$ cat config.mk
export PLATFORM = sky130hd
export DESIGN_NAME = dad_unit
export DESIGN_NICKNAME = d
export VERILOG_FILES = /design/src/logic/dad_pkg.sv /design/src/logic/dad_divider.sv /design/src/logic/dad_unit.sv
export SDC_FILE = /design/constraint.sdc
export NUM_CORES = 2
export LEC_CHECK = 0
export BUFFER_PORTS_ARGS = -buffer_cell sky130_fd_sc_hd__buf_2
export CORE_AREA = 2 2 234 236
export DETAILED_ROUTE_END_ITERATION = 6
export DIE_AREA = 0 0 236 238
export PLACE_DENSITY = 0.81
export SYNTH_ARGS = -nofsm -noshare
export SYNTH_HDL_FRONTEND = slang
export SYNTH_HIERARCHICAL = 1
export SYNTH_SLANG_ARGS = --single-unit
export TNS_END_PERCENT = 100
$ cat constraint.sdc
create_clock -name clk -period 3.76 [get_ports clk]
set_input_delay 0.752 -clock clk [delete_from_list [all_inputs] [get_ports clk]]
set_output_delay 0.752 -clock clk [all_outputs]
set_load 0.01 [all_outputs]
$ cat src/logic/dad_pkg.sv
// Constants and types of the doubleword add and divide unit.
// Assumes one core clock and an active-low asynchronous core reset.
//
// Overview of operation
// RULE_01 - Trapping register add flags overflow if bit 62, 63 carries differ
// RULE_02 - An add that overflows does not write its destination register
// RULE_03 - Trapping imm add extends 16-bit immediate; dest is source_reg_b
// RULE_04 - Non-trapping immediate add never raises overflow
// RULE_05 - Non-trapping register add never raises overflow
// RULE_06 - Doubleword adds, divides take reserved instruction in 32-bit mode
// RULE_07 - Signed doubleword divide: 64-bit operands in two's complement
// RULE_08 - Unsigned doubleword divide: 64-bit operands as magnitudes
// RULE_09 - Every divide writes quotient_reg and remainder_reg on completion
// RULE_10 - Divides never trap; zero divisor leaves results undefined
// RULE_11 - Software gives signed word divide sign-extended 32-bit operands
// RULE_12 - Word divide sign-extends quotient and remainder from bit 31
// RULE_13 - Software puts two instructions between result reads and a divide
// RULE_14 - Opcode 011000 in bits 31..26 selects trapping immediate add
// RULE_15 - Opcode 011001 selects non-trapping immediate add with same fields
// RULE_16 - Zero opcode plus a unique function code picks adds and divides
package dad_pkg;
  localparam int DW = 64;
  localparam logic [5:0] OPC_SPECIAL  = 6'h00;
  localparam logic [5:0] OPC_ADDI_TRP = 6'h18;
  localparam logic [5:0] OPC_ADDI     = 6'h19;
  localparam logic [5:0] FN_WDIV      = 6'h1A;
  localparam logic [5:0] FN_SDIV      = 6'h1E;
  localparam logic [5:0] FN_UDIV      = 6'h1F;
  localparam logic [5:0] FN_ADD_TRP   = 6'h2C;
  localparam logic [5:0] FN_ADD       = 6'h2D;
  localparam int OPC_MSB  = 31;
  localparam int OPC_LSB  = 26;
  localparam int SRCA_LSB = 21;
  localparam int SRCB_LSB = 16;
  localparam int DEST_LSB = 11;
  localparam logic [6:0] DIV_STEPS = 7'h40;
  localparam logic [63:0] RES_RST = 64'h0000000000000000;
  typedef enum logic [2:0] {
    DAD_IDLE = 3'b001,
    DAD_RUN  = 3'b010,
    DAD_FIX  = 3'b100
  } dad_state_t;
endpackage

$ cat src/logic/dad_divider.sv
// Sequential restoring divider, one quotient bit per clock.
// Assumes operands are held by the caller only at start.
`timescale 1ns/1ps
module dad_divider (
  // Clock and reset
  input  wire logic             clk,
  input  wire logic             rst_n,
  // Request
  input  wire logic             start,
  input  wire logic [63:0]      dividend,
  input  wire logic [63:0]      divisor,
  // Result
  output logic                  done,
  output logic      [63:0]      quot,
  output logic      [63:0]      rem
);
  import dad_pkg::*;
  logic [63:0] q_reg, q_next, r_reg, r_next, d_reg, d_next;
  logic [6:0]  cnt_reg, cnt_next;
  logic        busy_reg, busy_next, done_reg, done_next;
  logic [64:0] trial;
  always_comb begin
    q_next = q_reg;
    r_next = r_reg;
    d_next = d_reg;
    cnt_next = cnt_reg;
    busy_next = busy_reg;
    done_next = 1'b0;
    trial = {r_reg, q_reg[63]} - {1'b0, d_reg};
    if (start) begin
      q_next = dividend;
      r_next = RES_RST;
      d_next = divisor;
      cnt_next = DIV_STEPS;
      busy_next = 1'b1;
    end else if (busy_reg) begin
      if (trial[64]) begin
        r_next = {r_reg[62:0], q_reg[63]};
        q_next = {q_reg[62:0], 1'b0};
      end else begin
        r_next = trial[63:0];
        q_next = {q_reg[62:0], 1'b1};
      end
      cnt_next = cnt_reg - 7'h01;
      if (cnt_reg == 7'h01) begin
        busy_next = 1'b0;
        done_next = 1'b1;
      end
    end
  end
  always_ff @(posedge clk or negedge rst_n) begin
    if (!rst_n) begin
      q_reg <= RES_RST;
      r_reg <= RES_RST;
      d_reg <= RES_RST;
      cnt_reg <= 7'h00;
      busy_reg <= 1'b0;
      done_reg <= 1'b0;
    end else begin
      q_reg <= q_next;
      r_reg <= r_next;
      d_reg <= d_next;
      cnt_reg <= cnt_next;
      busy_reg <= busy_next;
      done_reg <= done_next;
    end
  end
  assign done = done_reg;
  assign quot = q_reg;
  assign rem  = r_reg;
endmodule // dad_divider

$ cat src/logic/dad_unit.sv
// Doubleword add and divide execution unit of the integer core.
// Assumes the pipeline holds issue until ready and reads results directly.
`timescale 1ns/1ps
module dad_unit (
  // Clock and reset
  input  wire logic                 clk,
  input  wire logic                 rst_n,
  // Issue
  input  wire logic                 issue,
  input  wire logic [31:0]          instr,
  input  wire logic                 mode64,
  input  wire logic [dad_pkg::DW-1:0] source_reg_a,
  input  wire logic [dad_pkg::DW-1:0] source_reg_b,
  output logic                      ready,
  // Register write-back
  output logic                      wb_valid,
  output logic [4:0]                wb_addr,
  output logic [dad_pkg::DW-1:0]    wb_data,
  // Exceptions
  output logic                      exc_overflow,
  output logic                      exc_reserved,
  // Divide results
  output logic                      div_done,
  output logic [dad_pkg::DW-1:0]    quotient_reg,
  output logic [dad_pkg::DW-1:0]    remainder_reg
);
  import dad_pkg::*;
  logic [5:0]  opc, fn;
  logic        is_add_trp, is_add, is_addi_trp, is_addi;
  logic        is_sdiv, is_udiv, is_wdiv, is_dw, is_div, is_addx;
  logic [63:0] imm_ext, opb, sum;
  logic        c62, c63, ovf;
  logic        wb_valid_reg, wb_valid_next, ovf_reg, ovf_next;
  logic        rsv_reg, rsv_next;
  logic [4:0]  wb_addr_reg, wb_addr_next;
  logic [63:0] wb_data_reg, wb_data_next;
  logic [63:0] quo_reg, quo_next, rmd_reg, rmd_next;
  logic        fin_reg, fin_next;
  dad_state_t  st_reg, st_next;
  logic        negq_reg, negq_next, negr_reg, negr_next;
  logic        word_reg, word_next;
  logic        dv_start;
  logic [63:0] dv_a, dv_b, dv_q, dv_r, fq, fr, fq_w, fr_w;
  logic        dv_done;
  logic [63:0] wa, wb;

  // Decode
  assign opc = instr[OPC_MSB:OPC_LSB];
  assign fn  = instr[5:0];
  // RULE_16 unique function map
  assign is_add_trp = (opc == OPC_SPECIAL) && (fn == FN_ADD_TRP);
  assign is_add     = (opc == OPC_SPECIAL) && (fn == FN_ADD);
  assign is_sdiv    = (opc == OPC_SPECIAL) && (fn == FN_SDIV);
  assign is_udiv    = (opc == OPC_SPECIAL) && (fn == FN_UDIV);
  assign is_wdiv    = (opc == OPC_SPECIAL) && (fn == FN_WDIV);
  // RULE_14 trapping immediate opcode
  assign is_addi_trp = (opc == OPC_ADDI_TRP);
  // RULE_15 plain immediate opcode
  assign is_addi     = (opc == OPC_ADDI);
  assign is_addx = is_add_trp | is_add | is_addi_trp | is_addi;
  assign is_dw   = is_addx | is_sdiv | is_udiv;
  assign is_div  = is_sdiv | is_udiv | is_wdiv;

  // RULE_03 sign-extend immediate
  assign imm_ext = {{48{instr[15]}}, instr[15:0]};
  assign opb = (is_addi_trp | is_addi) ? imm_ext : source_reg_b;
  assign sum = source_reg_a + opb;
  // RULE_01 carry compare
  assign c62 = source_reg_a[63] ^ opb[63] ^ sum[63];
  assign c63 = (source_reg_a[63] & opb[63]) |
               (c62 & (source_reg_a[63] ^ opb[63]));
  // RULE_04 RULE_05 only trapping forms
  assign ovf = (c62 != c63) & (is_add_trp | is_addi_trp);

  // Operands for word divide, sign-extended from bit 31
  assign wa = {{32{source_reg_a[31]}}, source_reg_a[31:0]};
  assign wb = {{32{source_reg_b[31]}}, source_reg_b[31:0]};
  assign ready = (st_reg == DAD_IDLE);

  always_comb begin
    dv_start = 1'b0;
    dv_a = source_reg_a;
    dv_b = source_reg_b;
    negq_next = negq_reg;
    negr_next = negr_reg;
    word_next = word_reg;
    st_next = st_reg;
    wb_valid_next = 1'b0;
    ovf_next = 1'b0;
    rsv_next = 1'b0;
    wb_addr_next = wb_addr_reg;
    wb_data_next = wb_data_reg;
    quo_next = quo_reg;
    rmd_next = rmd_reg;
    fin_next = 1'b0;
    case (st_reg)
      DAD_IDLE: begin
        if (issue) begin
          // RULE_06 reserved in 32-bit mode
          if (is_dw && !mode64) begin
            rsv_next = 1'b1;
          end else if (is_addx) begin
            // RULE_02 suppress write on overflow
            wb_valid_next = !ovf;
            ovf_next = ovf;
            wb_data_next = sum;
            wb_addr_next = (is_addi_trp | is_addi) ? instr[20:SRCB_LSB]
                                                  : instr[15:DEST_LSB];
          end else if (is_div) begin
            // RULE_10 divides raise no overflow
            dv_start = 1'b1;
            st_next = DAD_RUN;
            word_next = is_wdiv;
            if (is_udiv) begin
              // RULE_08 unsigned operands
              negq_next = 1'b0;
              negr_next = 1'b0;
            end else begin
              // RULE_07 signed magnitudes
              if (is_wdiv) begin
                dv_a = wa;
                dv_b = wb;
              end
              negq_next = dv_a[63] ^ dv_b[63];
              negr_next = dv_a[63];
              dv_a = dv_a[63] ? 64'h0 - dv_a : dv_a;
              dv_b = dv_b[63] ? 64'h0 - dv_b : dv_b;
            end
          end
        end
      end
      DAD_RUN: begin
        if (dv_done) begin
          st_next = DAD_FIX;
        end
      end
      DAD_FIX: begin
        // RULE_09 load both result registers
        quo_next = fq_w;
        rmd_next = fr_w;
        fin_next = 1'b1;
        st_next = DAD_IDLE;
      end
      default: st_next = DAD_IDLE;
    endcase
  end

  assign fq = negq_reg ? 64'h0 - dv_q : dv_q;
  assign fr = negr_reg ? 64'h0 - dv_r : dv_r;
  // RULE_12 word results sign-extended from bit 31
  assign fq_w = word_reg ? {{32{fq[31]}}, fq[31:0]} : fq;
  assign fr_w = word_reg ? {{32{fr[31]}}, fr[31:0]} : fr;

  always_ff @(posedge clk or negedge rst_n) begin
    if (!rst_n) begin
      st_reg <= DAD_IDLE;
      negq_reg <= 1'b0;
      negr_reg <= 1'b0;
      word_reg <= 1'b0;
      wb_valid_reg <= 1'b0;
      ovf_reg <= 1'b0;
      rsv_reg <= 1'b0;
      wb_addr_reg <= 5'h00;
      wb_data_reg <= RES_RST;
      quo_reg <= RES_RST;
      rmd_reg <= RES_RST;
      fin_reg <= 1'b0;
    end else begin
      st_reg <= st_next;
      negq_reg <= negq_next;
      negr_reg <= negr_next;
      word_reg <= word_next;
      wb_valid_reg <= wb_valid_next;
      ovf_reg <= ovf_next;
      rsv_reg <= rsv_next;
      wb_addr_reg <= wb_addr_next;
      wb_data_reg <= wb_data_next;
      quo_reg <= quo_next;
      rmd_reg <= rmd_next;
      fin_reg <= fin_next;
    end
  end

  dad_divider u_div (
    .clk      (clk),
    .rst_n    (rst_n),
    .start    (dv_start),
    .dividend (dv_a),
    .divisor  (dv_b),
    .done     (dv_done),
    .quot     (dv_q),
    .rem      (dv_r)
  );

  assign wb_valid      = wb_valid_reg;
  assign wb_addr       = wb_addr_reg;
  assign wb_data       = wb_data_reg;
  assign exc_overflow  = ovf_reg;
  assign exc_reserved  = rsv_reg;
  assign div_done      = fin_reg;
  assign quotient_reg  = quo_reg;
  assign remainder_reg = rmd_reg;

  // Assertions
  a_ovf_no_write: assert property (@(posedge clk) // RULE_02
    disable iff (!rst_n) exc_overflow |-> !wb_valid)
    else $error("write with overflow");
  a_ovf_trap_only: assert property (@(posedge clk) // RULE_04
    disable iff (!rst_n)
    (issue && ready && mode64 && (is_add || is_addi)) |=> !exc_overflow)
    else $error("plain add trapped");
  a_add_no_trap: assert property (@(posedge clk) // RULE_05
    disable iff (!rst_n) (issue && ready && is_add) |=> !exc_overflow)
    else $error("register add trapped");
  a_ovf_carry: assert property (@(posedge clk) // RULE_01
    disable iff (!rst_n)
    (issue && ready && mode64 && is_add_trp) |=> exc_overflow ==
    ($past(source_reg_a[63]) == $past(source_reg_b[63]) &&
     $past(sum[63]) != $past(source_reg_a[63])))
    else $error("overflow mismatch");
  a_rsv_mode: assert property (@(posedge clk) // RULE_06
    disable iff (!rst_n)
    (issue && ready && !mode64 && is_dw) |=> exc_reserved && !wb_valid)
    else $error("no reserved exception");
  a_div_notrap: assert property (@(posedge clk) // RULE_10
    disable iff (!rst_n) !ready |-> !exc_overflow)
    else $error("divide trapped");
  a_div_finish: assert property (@(posedge clk) // RULE_09
    disable iff (!rst_n)
    (issue && ready && mode64 && is_div) |-> ##[66:68] div_done)
    else $error("divide late");
  a_word_sext: assert property (@(posedge clk) // RULE_12
    disable iff (!rst_n)
    (div_done && $past(word_reg)) |->
    (quotient_reg[63:32] == {32{quotient_reg[31]}}) &&
    (remainder_reg[63:32] == {32{remainder_reg[31]}}))
    else $error("word not extended");
  a_imm_dest: assert property (@(posedge clk) // RULE_03
    disable iff (!rst_n)
    (issue && ready && mode64 && (is_addi_trp || is_addi) && !ovf) |=>
    wb_valid && wb_addr == $past(instr[20:16]))
    else $error("immediate dest wrong");
  c_add: cover property (@(posedge clk) issue && ready && is_add);
  c_ovf: cover property (@(posedge clk) exc_overflow);
  c_div: cover property (@(posedge clk) div_done);
  c_rsv: cover property (@(posedge clk) exc_reserved);
endmodule // dad_unit

======== Word-level counts from Yosys, hierarchy flattened ========
Cells that the tools add are included.
word-level totals
  flip-flop bits (word level) ............. 408
  input bits .............................. 164
  output and inout bits ................... 202
  word-level logic and storage cells ...... 146
cells by class
  $add $sub $neg .......................... 7
  equality and inequality tests ........... 17
  mux-type cells .......................... 73
  bitwise gates (word level) .............. 18
  reduce and logical (&&, ||, !) cells .... 13
operators with widths
  operator                                                               number
  64-bit two-way mux                                                     38
  1-bit by 64-bit subtractor with 64-bit output, first input constant    4
  65-bit by 64-bit subtractor with 65-bit output                         1
  64-bit adder                                                           1
  6-bit by 5-bit equality test with 1-bit output, second input constant  5
  1-bit two-way mux                                                      26
  3-bit two-way mux                                                      5
  7-bit two-way mux                                                      2
  6-bit equality test, second input constant                             2
  1-bit OR                                                               10
  5-bit AND reduction                                                    2
  7-bit by 1-bit equality test with 1-bit output, second input constant  1
  7-bit by 1-bit subtractor with 7-bit output, second input constant     1
  1-bit logical AND                                                      6
  6-bit logical NOT                                                      1
  2-bit != test, second input constant                                   3
  3-bit case mux with 2 select lines                                     1
  5-bit two-way mux                                                      1
  2-bit by 1-bit != test with 1-bit output, second input constant        2
  4-bit AND reduction                                                    1
  1-bit bitwise AND                                                      3
  3-bit by 1-bit equality test with 1-bit output, second input constant  1
  3-bit by 2-bit equality test with 1-bit output, second input constant  1
  3-bit equality test, second input constant                             1
  other kinds (5)                                                        9

======== Logic depth before layout (Yosys ltp) ========
  depth in word-level cells ............... 20
  mapped depth ............................ 24
  mapped depth without buffers ............ 21

======== Hierarchy ========
Netlist, hierarchy kept.
modules (own cells, without submodules)
  module       instances  cells an instance  area each (um2)  seq. area each (um2)
  dad_unit     1          2479               18671.7          5181.2
  dad_divider  1          1557               13082.5          5029.8

======== Least setup slack after synthesis ========
No wires, ideal clock.
  kind .................................... input -> register
  start ................................... input instr[28]
  end ..................................... register wb_valid_reg (netlist: wb_valid)
  setup time .............................. 0.119 ns
  arrival time ............................ 5.424 ns
  data required time ...................... 3.641 ns
  setup slack ............................. -1.783 ns
  cell stages on the path ................. 23
  buffers on the path ..................... 3
  path through ............................ nor2_1 nand3_1 or2_2 clkbuf_1 nor2_1 clkbuf_1 buf_1 a21o_1 ha_1 a21oi_1 o21ai_0 a21oi_1 o21ai_0 a2111oi_0 a21oi_1 o21ai_0 o21ai_0 a221o_1 fa_1 xnor2_1 xnor2_1 nand2_1 and2_1
between the ends
  longest elaborated chain between the ends .. 14
  elaborated cells between the ends (all ways) .. 29
  those cells by class .................... add/sub (1); eq/ne (3); mux (5); bitwise (13); reduce/logical (7)
RTL lines
  what                                                               line                            text
  from (decl)                                                        dad_unit.sv:10                  input wire logic [31:0] instr,
  6-bit by 5-bit equality test with 1-bit output (on tied branches)  dad_unit.sv:57, dad_unit.sv:59
  1-bit OR *                                                         dad_unit.sv:66                  assign opb = (is_addi_trp | is_addi) ? imm_ext : source_reg_b;
  64-bit two-way mux *                                               dad_unit.sv:66
  64-bit adder *                                                     dad_unit.sv:67                  assign sum = source_reg_a + opb;
  via sum[63]                                                        dad_unit.sv:31                  logic [63:0] imm_ext, opb, sum;
  1-bit bitwise XOR *                                                dad_unit.sv:69                  assign c62 = source_reg_a[63] ^ opb[63] ^ sum[63];
  1-bit bitwise AND                                                  dad_unit.sv:71                  (c62 & (source_reg_a[63] ^ opb[63]));
  1-bit OR                                                           dad_unit.sv:70                  assign c63 = (source_reg_a[63] & opb[63]) |
  1-bit != test *                                                    dad_unit.sv:73                  assign ovf = (c62 != c63) & (is_add_trp | is_addi_trp);
  1-bit bitwise AND *                                                dad_unit.sv:73
  1-bit logical NOT *                                                dad_unit.sv:104                 wb_valid_next = !ovf;
  1-bit two-way mux *                                                dad_unit.sv:102                 end else if (is_addx) begin
  1-bit two-way mux *                                                dad_unit.sv:100                 if (is_dw && !mode64) begin
  1-bit two-way mux *                                                dad_unit.sv:98                  if (issue) begin
  1-bit two-way mux *                                                dad_unit.sv:96                  case (st_reg)
  via wb_valid_next                                                  dad_unit.sv:33                  logic wb_valid_reg, wb_valid_next, ovf_reg, ovf_next;
  to (signal assigned)                                               dad_unit.sv:173                 wb_valid_reg <= wb_valid_next;
  to (decl)                                                          dad_unit.sv:33
The timed path passes the listed nets; every way through them passes the cells marked *.
A chain may end at the register's enable or synchronous reset.

======== Worst setup path in the final report ========
  start ................................... input instr[31]
  end ..................................... register wb_valid_reg (netlist: wb_valid)
Same word-level chain as after synthesis.

==> impl_metrics.json <==
{
  "crit_fanout": 6,
  "fin_crit_ps": 4640,
  "yosys.cell_count.top_type": "o21ai_0",
  "crit_type": "primary input to register",
  "chipWidth_um": 236,
  "finalWorstSetupSlack_ps": -883,
  "drt-wirelength-per-cell_um": 21.3,
  "die-area_um2": 56200,
  "synthTopCellsByCount": "o21ai_0 (591), nand2_1 (548), dfrtp_1 (407), nor2_1 (275), a21oi_1 (233)",
  "power.share.combinational": 0.423,
  "setup_viol": 12,
  "syn2layout_area_growth_pct": 30.1,
  "pin_count": 366,
  "worstPathArrival_ps": 5150,
  "syn_nets": 4339,
  "rows": 85,
  "routed_wl_um": 119000,
  "final.setup.tns_ps": -3470,
  "critPathSlowestCell": "fa_1",
  "finalCritPeriodShare": 1.23,
  "avgSynthCellArea_um2": 7.87,
  "p_per_area_nw_per_um2": 466,
  "tightest_slew_ps": 960,
  "drive_gt1_frac": 0.265,
  "detail-route-antenna-nets": 0,
  "start_util": 0.594,
  "grt_use_total": 0.410,
  "ys_seq_elements": 408,
  "outcome": "complete, but fails checks",
  "vdd_drop_max_mv": 0.473,
  "ys_warn_count": 6,
  "rsz0062_at_grt": "yes",
  "slowest_delay_ps": 640,
  "worstSkewPairLatency_ps": 610,
  "synth_seq_area_share": 0.322,
  "remaining_drc_errors": 6,
  "antenna_found_initial": 11,
  "die_y_um": 238,
  "drt-pass1-iter-count": 7,
  "vias": 35000,
  "io_buffers": 360,
  "cts_tree": "yes",
  "fmax_ghz": 0.215,
  "slew_viol_final": 0,
  "drv_cap": 0,
  "power_frac_clock": 0.245,
  "postSynthCellCount": 4036,
  "synthFlopType": "dfrtp_1",
  "nNetsFinal": 5144,
  "synth_edf_count": 0,
  "violations": "DRC, setup timing",
  "grt_pass1_vias": 32600,
  "final_hold_viol_count": 0,
  "core_area_um2": 53500,
  "synth_area_leaders": "dfrtp_1 (32%), o21ai_0 (9.3%), nand2_1 (6.5%)",
  "switching_share": 0.397,
  "cts_made_buffers": 45,
  "cp-end-kind": "register",
  "grt_max_degree": 136,
  "startpoint_type": "primary input",
  "dpl.hpwl_um": 91900,
  "grt_pass1_wl_um": 182000,
  "p_switching_mw": 7.64,
  "seq_power_share": 0.332,
  "max-slew-margin-rel": 0.357,
  "drt_iter0_drc": 3483,
  "vias_per_cell": 6.27,
  "cts_max_level": 2,
  "synth_top_area_cell": "dfrtp_1",
  "grt_overflow": 0,
  "p_int_mw": 11.6,
  "clkTransAtPathRegs_ps": 70,
  "worst_clock_skew_ps": 29.6,
  "dp_slack_ps": -1470,
  "root_buffer": "clkbuf_16",
  "hold_path_class": "primary input to async pin",
  "critical_path.cell_chain": "buf_6, nor2_4, nand3_2, or2_4, buf_6, mux2_4, ha_4, a21o_1, nand4_1, and3_4, o221ai_4, a211o_1, o21ai_4, a21oi_4, o21ai_2, o21ai_2, a221o_1, fa_1, xnor2_2, xnor2_1, nand2_1, and2_1",
  "synthesis.area_um2": 31800,
  "synth_top_area_share": 0.321,
  "worstPathRequired_ps": 4260,
  "cts.path.max_buffers": 3,
  "p_leak_nw": 19.9,
  "synth_cell_types": 93,
  "power_mw": 19.2,
  "clkSinkCount": 408,
  "gp_congestion": 1.08,
  "async_flop_share": 1.00
}
[cell type report]
type	instances	area [um2]
multi-input cells	3229	21000
fillers	3918	12200
flip-flops and latches	408	10200
repair buffers	1012	7080
clock buffers	63	1290
well taps	696	871
inverters	145	544
clock inverters	19	258
diodes	10	25.0
[kinds of logic after synthesis]
logic type | synth area share
compound gates | 0.263
simple gates | 0.200
flops | 0.322
buf+inv | 0.0484
xor+xnor | 0.0830
fa+ha+maj | 0.0555
mux | 0.0291
[layout by cell type (no fill, tap or decap), drive strengths merged, types with 23 or more instances in the layout]
cell type / netlist / layout
a211oi: 26 / 26
a21o: 117 / 117
a21oi: 235 / 235
a311oi: 53 / 53
a31oi: 23 / 23
and3: 24 / 24
buf: 31 / 1010
clkbuf: 224 / 64
dfrtp: 407 / 407
ha: 136 / 136
inv: 145 / 150
mux2i: 72 / 72
nand2: 548 / 548
nand2b: 32 / 32
nand3: 110 / 110
nand4: 63 / 63
nor2: 275 / 275
nor3: 74 / 74
nor4: 41 / 41
o21a: 27 / 27
o21ai: 599 / 599
o21bai: 39 / 39
o31ai: 76 / 76
o41ai: 29 / 29
or3: 55 / 55
or4: 34 / 34
xnor2: 157 / 157
xor2: 144 / 144
[power by group through the flow]
| stage | Combinational [mW] | Sequential (mW) | Clock, mW |
|---|---|---|---|
| after floorplan | 4.63 | 6.26 | 0 |
| after global placement | 7.43 | 6.38 | 0 |
| after detailed placement | 7.57 | 6.41 | 0 |
| after CTS | 7.75 | 6.35 | 4.76 |
| after global routing | 8.83 | 6.51 | 4.90 |
| final | 8.14 | 6.40 | 4.71 |
[stage by stage]
| stage | utilization | instance area, um2 | cells | hold slack, ps |
|---|---|---|---|---|
| 5_1_grt | 0.772 | 41300 | 5582 | 166 |
| 6_report | 0.772 | 41300 | 5582 | 109 |
| 3_3_place_gp | 0.718 | 38400 | 5441 | 456 |
| 2_1_floorplan | - | 32000 | 4036 | 455 |
| 3_5_place_dp | 0.718 | 38400 | 5441 | 460 |
| 4_1_cts | 0.758 | 40600 | 5547 | 141 |
[layer usage]
layer | up-vias | track usage | share of wire
met2 | 1802 | 0.638 | 0.44
met5 | - | 0 | 0
met1 | 16600 | 0.550 | 0.41
met3 | 401 | 0.0665 | 0.090
li1 | 16200 | - | -
met4 | 0 | 0.221 | 0.061
[path summary, 6_finish.rpt]
kind	start	to	slack (ps)	cells after the start
hold reg to reg	quotient_reg[45]$_DFFE_PN0P_	quotient_reg[45]$_DFFE_PN0P_	470	2
setup reg to reg	u_div/d_reg[18]$_DFFE_PN0P_	u_div/rem[12]$_DFFE_PN0P_	80	14
min in group clk	mode64	exc_reserved$_DFF_PN0_	400	2
hold / removal	rst_n	remainder_reg[14]$_DFFE_PN0P_	110	1
max in group asynchronous	rst_n	quotient_reg[13]$_DFFE_PN0P_	2730	2
setup / recovery	instr[31]	wb_valid$_DFF_PN0_	-880	22
[worst max-delay path: cells and delay by family]
kind	cells	cell delay, ps
multiplexers	1	310
AND/OR/NAND/NOR	7	1070
XOR/XNOR	2	300
AO/OA/AOI/OAI	8	1620
buffers and inverters	2	240
adder cells (fa/ha/maj)	2	850
[what timing repair did]
item	CTS	global route
pin swaps	38	74
resized for setup	62	118
setup buffers	20	28
hold buffers	0	0
setup endpoints to repair	26	108
cloned	4	1
Power figures use the tool's default switching activity.
